===== src/hdl/irq_arbiter_defines.svh =====
`ifndef IRQ_ARBITER_DEFINES_SVH
`define IRQ_ARBITER_DEFINES_SVH

// Register addresses and reset values
`define IRQ_ENABLE_ADDR     8'ha8
`define IRQ_PRIO_ADDR       8'hb8
`define IRQ_EXT_EN_ADDR     8'he6
`define IRQ_EXT_PRIO_ADDR   8'hf6
`define IRQ_ENABLE_RST      8'h00
`define IRQ_PRIO_RST        8'h00
`define IRQ_EXT_RST         8'h00
`define IRQ_PRIO_RD_ONES    8'h80
`define IRQ_EXT_WMASK       8'hbd

// Enable register fields
`define IRQ_GATE_BIT        7
`define IRQ_SPI_BIT         6
`define IRQ_TMR_C_BIT       5
`define IRQ_UART_BIT        4
`define IRQ_TMR_B_BIT       3
`define IRQ_EXT_B_BIT       2
`define IRQ_TMR_A_BIT       1
`define IRQ_EXT_A_BIT       0

// Source map
`define IRQ_NSRC            15
`define IRQ_PRIMARY_SRC     7
`define IRQ_RSVD_MASK       15'h2100
`define IRQ_HELD_SRC        4
`define IRQ_SPI_ORDER       6
`define IRQ_TMR_C_ORDER     5

// Vectors and timing
`define IRQ_VEC_BASE        16'h0003
`define IRQ_DETECT_CYCLES   1
`define IRQ_CALL_CYCLES     4

`endif


===== src/hdl/irq_arbiter_pkg.sv =====
package irq_arbiter_pkg;

   typedef struct packed {
      logic       wr;
      logic [7:0] addr;
      logic [7:0] wdata;
   } sfr_wr_t;

   typedef struct packed {
      logic vector_taken;
      logic return_from_irq;
      logic instr_done;
   } core_status_t;

   typedef struct packed {
      logic        valid;
      logic        high;
      logic [15:0] vector;
   } irq_req_t;

endpackage


===== src/hdl/two_level_interrupt_arbiter.sv =====
`include "irq_arbiter_defines.svh"

`timescale 1ns/1ps
`default_nettype none

module two_level_interrupt_arbiter (
   input  wire logic                         sys_clk,
   input  wire logic                         rst_n,
   input  wire irq_arbiter_pkg::sfr_wr_t     sfr_wr,
   input  wire logic [7:0]                   sfr_rd_addr,
   output logic [7:0]                        sfr_rd_data,
   input  wire logic                         ext_in_a,
   input  wire logic                         ext_in_b,
   input  wire logic                         timer_a_overflow,
   input  wire logic                         timer_b_overflow,
   input  wire logic [3:0]                   flag_sw_set,
   input  wire logic [3:0]                   flag_sw_clr,
   output logic [3:0]                        held_flags,
   input  wire logic                         timer_c_low_overflow,
   input  wire logic                         timer_c_high_overflow,
   input  wire logic [3:0]                   spi_flags,
   input  wire logic [14:0]                  periph_pending,
   input  wire irq_arbiter_pkg::core_status_t core_status,
   output irq_arbiter_pkg::irq_req_t         irq_req,
   output logic [1:0]                        active_levels
);

   import irq_arbiter_pkg::*;

   // ************************************************************
   // Declarations
   // ************************************************************

   logic [7:0]                irq_enable_mask;
   logic [7:0]                priority_select_primary;
   logic [7:0]                enable_mask_extended;
   logic [7:0]                priority_select_extended;

   logic [1:0]                ext_a_sync;
   logic [1:0]                ext_b_sync;
   logic                      ext_a_last;
   logic                      ext_b_last;
   logic                      ext_a_fall;
   logic                      ext_b_fall;

   logic [3:0]                held_set;
   logic [3:0]                held_hw_clr;
   logic [3:0]                next_held;

   logic [`IRQ_NSRC-1:0]      src_flag;
   logic [`IRQ_NSRC-1:0]      src_en;
   logic [`IRQ_NSRC-1:0]      src_prio;
   logic [`IRQ_NSRC-1:0]      req_high;
   logic [`IRQ_NSRC-1:0]      req_low;

   logic [3:0]                win_order;
   logic                      win_valid;
   logic                      win_high;
   logic                      eligible;

   logic                      global_irq_gate;
   logic                      in_high;
   logic                      in_low;
   logic                      hold_after_return;
   logic [3:0]                taken_order;

   irq_req_t                  next_req;

   logic                      wr_enable;
   logic                      wr_prio;
   logic                      wr_ext_en;
   logic                      wr_ext_prio;
   logic [`IRQ_NSRC-1:0]      src_rsvd;

   // ************************************************************
   // Register write decode
   // ************************************************************

   assign wr_enable   = sfr_wr.wr && sfr_wr.addr == `IRQ_ENABLE_ADDR;
   assign wr_prio     = sfr_wr.wr && sfr_wr.addr == `IRQ_PRIO_ADDR;
   assign wr_ext_en   = sfr_wr.wr && sfr_wr.addr == `IRQ_EXT_EN_ADDR;
   assign wr_ext_prio = sfr_wr.wr && sfr_wr.addr == `IRQ_EXT_PRIO_ADDR;

   // ************************************************************
   // Enable and priority registers
   // ************************************************************

   always_ff @(posedge sys_clk or negedge rst_n) begin
      if (!rst_n) begin
         irq_enable_mask <= `IRQ_ENABLE_RST;
      end else if (wr_enable) begin
         irq_enable_mask <= sfr_wr.wdata;
      end
   end

   always_ff @(posedge sys_clk or negedge rst_n) begin
      if (!rst_n) begin
         priority_select_primary <= `IRQ_PRIO_RST;
      end else if (wr_prio) begin
         priority_select_primary <= sfr_wr.wdata & ~`IRQ_PRIO_RD_ONES;
      end
   end

   always_ff @(posedge sys_clk or negedge rst_n) begin
      if (!rst_n) begin
         enable_mask_extended <= `IRQ_EXT_RST;
      end else if (wr_ext_en) begin
         enable_mask_extended <= sfr_wr.wdata & `IRQ_EXT_WMASK;
      end
   end

   always_ff @(posedge sys_clk or negedge rst_n) begin
      if (!rst_n) begin
         priority_select_extended <= `IRQ_EXT_RST;
      end else if (wr_ext_prio) begin
         priority_select_extended <= sfr_wr.wdata & `IRQ_EXT_WMASK;
      end
   end

   // Read data registered one cycle after the address
   always_ff @(posedge sys_clk or negedge rst_n) begin
      if (!rst_n) begin
         sfr_rd_data <= 8'h00;
      end else begin
         case (sfr_rd_addr)
            `IRQ_ENABLE_ADDR: begin
               sfr_rd_data <= irq_enable_mask;
            end
            `IRQ_PRIO_ADDR: begin
               sfr_rd_data <= priority_select_primary | `IRQ_PRIO_RD_ONES;
            end
            `IRQ_EXT_EN_ADDR: begin
               sfr_rd_data <= enable_mask_extended;
            end
            `IRQ_EXT_PRIO_ADDR: begin
               sfr_rd_data <= priority_select_extended;
            end
            // Unmapped addresses read zero
            default: begin
               sfr_rd_data <= 8'h00;
            end
         endcase
      end
   end

   // ************************************************************
   // External input synchronisers and edge detect
   // ************************************************************

   always_ff @(posedge sys_clk or negedge rst_n) begin
      if (!rst_n) begin
         // Idle high, so release gives no false edge
         ext_a_sync <= 2'h3;
         ext_b_sync <= 2'h3;
         ext_a_last <= 1'b1;
         ext_b_last <= 1'b1;
      end else begin
         ext_a_sync <= {ext_a_sync[0], ext_in_a};
         ext_b_sync <= {ext_b_sync[0], ext_in_b};
         ext_a_last <= ext_a_sync[1];
         ext_b_last <= ext_b_sync[1];
      end
   end

   // Inputs are active low, edge sensitive
   assign ext_a_fall = ext_a_last & ~ext_a_sync[1];
   assign ext_b_fall = ext_b_last & ~ext_b_sync[1];

   // ************************************************************
   // Pending flags held here (orders 0 to 3)
   // ************************************************************

   // Flags rise on the event whatever the enables say
   assign held_set = {timer_b_overflow, ext_b_fall,
                      timer_a_overflow, ext_a_fall} | flag_sw_set;

   // Cleared when the core takes the vector of that source
   always_comb begin
      held_hw_clr = 4'h0;
      if (core_status.vector_taken && taken_order < 4'(`IRQ_HELD_SRC)) begin
         held_hw_clr[taken_order[1:0]] = 1'b1;
      end
   end

   // A set in the same cycle as a clear wins
   assign next_held = (held_flags & ~held_hw_clr & ~flag_sw_clr) | held_set;

   always_ff @(posedge sys_clk or negedge rst_n) begin
      if (!rst_n) begin
         held_flags <= 4'h0;
      end else begin
         held_flags <= next_held;
      end
   end

   // ************************************************************
   // Per-source flag, enable and priority
   // ************************************************************

   assign global_irq_gate = irq_enable_mask[`IRQ_GATE_BIT];

   always_comb begin
      src_flag = periph_pending;
      src_flag[`IRQ_HELD_SRC-1:0] = held_flags;
      src_flag[`IRQ_TMR_C_ORDER] = timer_c_low_overflow
                                   | timer_c_high_overflow;
      src_flag[`IRQ_SPI_ORDER] = |spi_flags;
   end

   // Reserved orders never request
   assign src_rsvd = `IRQ_RSVD_MASK;

   // Primary bits map to orders 0..6, extended bit k to order k+7;
   // this covers the UART, timer and external gates as one map
   genvar gi;
   generate
      for (gi = 0; gi < `IRQ_NSRC; gi++) begin : g_src
         if (gi < `IRQ_PRIMARY_SRC) begin : g_pri
            assign src_en[gi]   = irq_enable_mask[gi];
            assign src_prio[gi] = priority_select_primary[gi];
         end else begin : g_ext
            assign src_en[gi]   = enable_mask_extended[gi-`IRQ_PRIMARY_SRC];
            assign src_prio[gi] = priority_select_extended[gi-`IRQ_PRIMARY_SRC];
         end
         assign req_high[gi] = src_flag[gi] & src_en[gi] & global_irq_gate
                               & ~src_rsvd[gi] & src_prio[gi];
         assign req_low[gi]  = src_flag[gi] & src_en[gi] & global_irq_gate
                               & ~src_rsvd[gi] & ~src_prio[gi];
      end
   endgenerate

   // ************************************************************
   // Arbitration, evaluated every cycle
   // ************************************************************

   always_comb begin
      win_order = 4'h0;
      win_valid = 1'b0;
      win_high  = 1'b0;
      // Lowest order wins inside a level, high level first
      for (int i = `IRQ_NSRC - 1; i >= 0; i--) begin
         if (req_low[i]) begin
            win_order = 4'(i);
            win_valid = 1'b1;
         end
      end
      for (int i = `IRQ_NSRC - 1; i >= 0; i--) begin
         if (req_high[i]) begin
            win_order = 4'(i);
            win_valid = 1'b1;
            win_high  = 1'b1;
         end
      end
   end

   // Nesting: only high may enter over low, nothing over high
   always_comb begin
      eligible = 1'b0;
      if (win_valid && !in_high && !hold_after_return) begin
         eligible = !in_low || win_high;
      end
   end

   always_comb begin
      next_req        = '0;
      next_req.valid  = eligible && !core_status.vector_taken
                        && !core_status.return_from_irq;
      next_req.high   = win_high;
      next_req.vector = `IRQ_VEC_BASE + {9'h000, win_order, 3'h0};
   end

   // One detect cycle, then the core spends the call cycles
   always_ff @(posedge sys_clk or negedge rst_n) begin
      if (!rst_n) begin
         irq_req     <= '0;
         taken_order <= 4'h0;
      end else begin
         irq_req     <= next_req;
         // Order of the standing request, for the flag clear on the call
         taken_order <= win_order;
      end
   end

   // ************************************************************
   // Service level tracking
   // ************************************************************

   always_ff @(posedge sys_clk or negedge rst_n) begin
      if (!rst_n) begin
         in_high <= 1'b0;
         in_low  <= 1'b0;
      end else if (core_status.return_from_irq) begin
         // A return in the cycle of a call wins
         if (in_high) begin
            in_high <= 1'b0;
         end else begin
            in_low <= 1'b0;
         end
      end else if (core_status.vector_taken && irq_req.valid) begin
         if (irq_req.high) begin
            in_high <= 1'b1;
         end else begin
            in_low <= 1'b1;
         end
      end
   end

   // After a return, wait for the next instruction to finish
   always_ff @(posedge sys_clk or negedge rst_n) begin
      if (!rst_n) begin
         hold_after_return <= 1'b0;
      end else if (core_status.return_from_irq) begin
         hold_after_return <= 1'b1;
      end else if (core_status.instr_done) begin
         hold_after_return <= 1'b0;
      end
   end

   assign active_levels = {in_high, in_low};

endmodule

`default_nettype wire


===== config.mk =====
export PLATFORM = sky130hd
export DESIGN_NAME = two_level_interrupt_arbiter
export DESIGN_NICKNAME = d
export VERILOG_FILES = /design/src/hdl/irq_arbiter_pkg.sv /design/src/hdl/two_level_interrupt_arbiter.sv
export VERILOG_INCLUDE_DIRS = /design/src /design/src/hdl
export SDC_FILE = /design/constraint.sdc
export NUM_CORES = 1
export LEC_CHECK = 0
export BUFFER_PORTS_ARGS = -buffer_cell sky130_fd_sc_hd__clkbuf_2
export CORE_MARGIN = 1
export CORE_UTILIZATION = 54
export DETAILED_ROUTE_END_ITERATION = 8
export GPL_ROUTABILITY_DRIVEN = 0
export HOLD_SLACK_MARGIN = 0.1
export PLACE_DENSITY = 0.92
export SKIP_LAST_GASP = 1
export SYNTH_ARGS = -nofsm -noshare
export SYNTH_HDL_FRONTEND = slang
export SYNTH_SLANG_ARGS = --single-unit

===== constraint.sdc =====
create_clock -name sys_clk -period 5.2 [get_ports sys_clk]
set_clock_uncertainty 0.1 [all_clocks]
set_input_delay 0.26 -clock sys_clk [delete_from_list [all_inputs] [get_ports sys_clk]]
set_output_delay 0.26 -clock sys_clk [all_outputs]
set_load 0.005 [all_outputs]

==> impl_metrics.py <==
metrics = {
    "run_status": {
        "status": "finished clean",
    },
    "clock_tree": {
        "cts_root_buffer": "clkbuf_8",
        "clk_pin_slew_ns": 0.09,
        "cts_buffers": 5,
        "clock_sinks": 55,
        "htreeDepth": 2,
        "cts_tree": "done",
        "cts_buffer_depth": 2,
        "clk_latency_ns": 0.31,
    },
    "sta": {
        "rsz0062_at_grt": "no",
        "hold_violations": 0,
        "fmax_mhz": 424,
        "final-setup-viol-count": 0,
        "slew_viol_final": 0,
        "fin_crit_ns": 2.36,
        "fin_hold_ws_ns": 0.116,
        "worst_pin_slew_ns": 0.886,
        "postLayoutSetupSlackWorst_ns": 2.84,
        "period_share_pct": 45.4,
        "setup_tns_ns": 0,
        "relSlewSlack_pct": 40.9,
    },
    "route": {
        "drt_first_pass_iters": 6,
        "drc": 0,
        "vias": 2518,
        "wl_microns": 6850,
        "viasPerCell": 5.98,
        "drtIter0Drc": 325,
        "postRouteAntennaNets": 0,
        "routedWlPerCell_microns": 16.3,
    },
    "placement": {
        "port-buffer-count": 76,
        "pre_cts_slack_ns": 2.98,
        "dpl-instance-area_sq_mm": 0.00322,
        "post-dp-hpwl_microns": 4950,
    },
    "logic_synthesis": {
        "synth.top_cells.by_area": "dfrtp_1, mux2_2, dfstp_2, buf_4, mux2i_1",
        "postSynthAreaPerCell_sq_um": 10.9,
        "synth_common_cells": "dfrtp_1, mux2_2, nand2_1, nor2_1",
        "yosysMostFrequentCell": "dfrtp_1",
        "ys_ff_latch": 55,
        "yosysWarnings": 0,
        "synth_top_cell_by_area": "dfrtp_1",
        "synth_edf_count": 0,
        "ys.flop_type": "dfrtp_1",
        "synthArstFlopShare_pct": 100,
        "seq_area_frac_synth_pct": 48.7,
        "netlist.area_leader.share_pct": 43.1,
        "syn_area_sq_mm": 0.00284,
        "syn-instance-count": 262,
        "synth_cell_types": 54,
    },
    "critical_path": {
        "end_kind": "flop",
        "crit_top_cell": "o211ai_1",
        "path_buf_inv": 0,
        "reg2reg_depth": 5,
        "cp_cell_sequence": "o211ai_1 > or2_2 > o2111ai_1 > o211ai_1 > a21oi_1",
        "ff2ff_setup_slack_ns": 2.84,
        "reg2reg_to": "taken_order[0]",
        "cp.required_ns": 5.33,
        "cp_slowest_stage_delay_ns": 0.93,
        "crit_type": "reg2reg",
        "r2r-start": "irq_enable_mask[7]",
        "worstPathArrival_ns": 2.49,
        "crit_family": "flip-flops",
        "crit_fanout": 29,
        "start_kind": "flop",
        "slowest_stage": "dfrtp_1",
    },
    "global_routing": {
        "grt_busiest_layer": "met2",
        "grt_pass1_wl_microns": 10900,
        "use_met2_pct": 43.7,
        "antenna_found_initial": 0,
        "use_met1_pct": 32.8,
        "grt_max_degree": 56,
        "track_usage_pct": 26.7,
        "grtUsageMet3_pct": 5.96,
        "grt_remaining_overflow": 0,
        "grt_pass1_vias": 2384,
    },
    "die": {
        "die_w_microns": 74.6,
        "die_h_microns": 74.6,
        "std_cell_rows": 26,
        "initial_core_util_pct": 56.0,
        "die-area_sq_mm": 0.00556,
        "ios": 95,
        "fp.coreArea_sq_mm": 0.00507,
    },
    "power_and_ir_drop": {
        "total_power_mw": 0.771,
        "pwr-share-comb_pct": 10.3,
        "pwr-share-clk_pct": 29.3,
        "pwr-share-seq_pct": 60.4,
        "p_int_mw": 0.581,
        "p_leak_nw": 1.71,
        "power.switching_mw": 0.190,
        "peakVddDrop_mv": 0.177,
        "swShare_pct": 24.6,
        "p_per_area_mw_per_mm2": 224,
    },
    "final_layout": {
        "postLayoutCellArea_sq_mm": 0.00344,
        "diodes": 0,
        "drive_above_1_share_pct": 35.3,
        "layout.nets": 413,
        "syn_to_final_growth_pct": 20.9,
        "fillers": 392,
    },
    "min_path": {
        "hp-class": "in2reg",
        "hold-path-cell-count": 2,
        "holdPathEnd": "enable_mask_extended[7]",
        "min-delay-start": "sfr_wr[7]",
    },
    "flow_run": {
        "drv_cap": 0,
    },
}
-- cell families (layout without fill, tap and decap cells) --
group                  count (synthesis)  count (layout)  share of synthesized area (%)
other                                  2              11                          0.264
buffers and inverters                 29             109                           6.03
and+or+nand+nor                       89              89                           18.9
AOI/OAI and AO/OA                     50              50                           11.9
DFF                                   55              55                           48.7
muxes                                 37              37                           14.2
-- worst register-to-register path, delay by kind of cell (launching register included) --
family	cells	cell delay [ns]
flops	1	0.93
compound gates	4	0.88
simple gates	1	0.38
-- how the worst max path moves through the flow --
stage	start	end	slack (ns)	cells past startpoint
final	irq_enable_mask[7]	taken_order[0]	2.84	5
after global routing	irq_enable_mask[7]	taken_order[1]	2.71	5
after CTS	irq_enable_mask[7]	taken_order[3]	2.94	5
after detailed placement	irq_enable_mask[7]	taken_order[3]	2.98	5
after global placement	irq_enable_mask[7]	taken_order[3]	3.02	5
after floorplan	irq_enable_mask[7]	irq_req[17]	3.54	7
-- per-layer routing --
metal	up-vias	wire length (microns)
li1	1148	-
met1	1182	2670
met2	150	3400
met3	38	493
met4	0	287
met5	-	0
-- state kept, by name, summed over array words and instances, names as in the netlist --
register / flops
ext_b_last: 1
ext_a_sync: 2
ext_b_sync: 2
hold_after_return: 1
priority_select_primary: 7
irq_req: 3
taken_order: 4
enable_mask_extended: 6
in_low: 1
in_high: 1
irq_enable_mask: 8
priority_select_extended: 6
ext_a_last: 1
sfr_rd_data: 8
held_flags: 4
-- metrics by stage --
step	utilization (%)	cells
2_1_floorplan	-	271
3_3_place_gp	63.5	400
3_5_place_dp	63.5	400
4_1_cts	67.6	420
5_1_grt	67.8	421
6_report	67.8	421
-- layout make-up --
class	count	area, sq um	area share [%]
flip-flops and latches	55	1380	40.2
multi-input cells	187	1320	38.5
repair buffers	90	518	15.1
well taps	70	87.6	2.55
clock buffers	6	72.6	2.11
inverters	11	41.3	1.20
clock inverters	2	12.5	0.364
-- layout by cell type (no fill, tap or decap), drive strengths merged, types with 3 or more instances in the layout --
cell	count
dfrtp	49
nor4	3
nor3	3
nor3b	4
a21oi	8
inv	11
o21a	3
nand4	14
a31oi	4
nand2	16
dlygate4sd3	13
nand4b	6
mux2i	10
nor2	17
mux2	27
nand3	10
o21ai	10
dfstp	6
o22ai	5
clkbuf	82
conb	11
-- what timing repair did --
action,CTS,global route
setup buffers,0,0
hold buffers,12,1
hold endpoints to repair,60,1
gates resized for setup,0,0
-- power by group through the flow --
stage	logic, mW	registers, mW	clock network [mW]
after detailed placement	0.0714	0.472	0
after floorplan	0.0384	0.465	0
after global placement	0.0683	0.471	0
final	0.0795	0.465	0.226
after global routing	0.0892	0.468	0.245
after CTS	0.0787	0.464	0.231
Power figures use the tool's default switching activity.
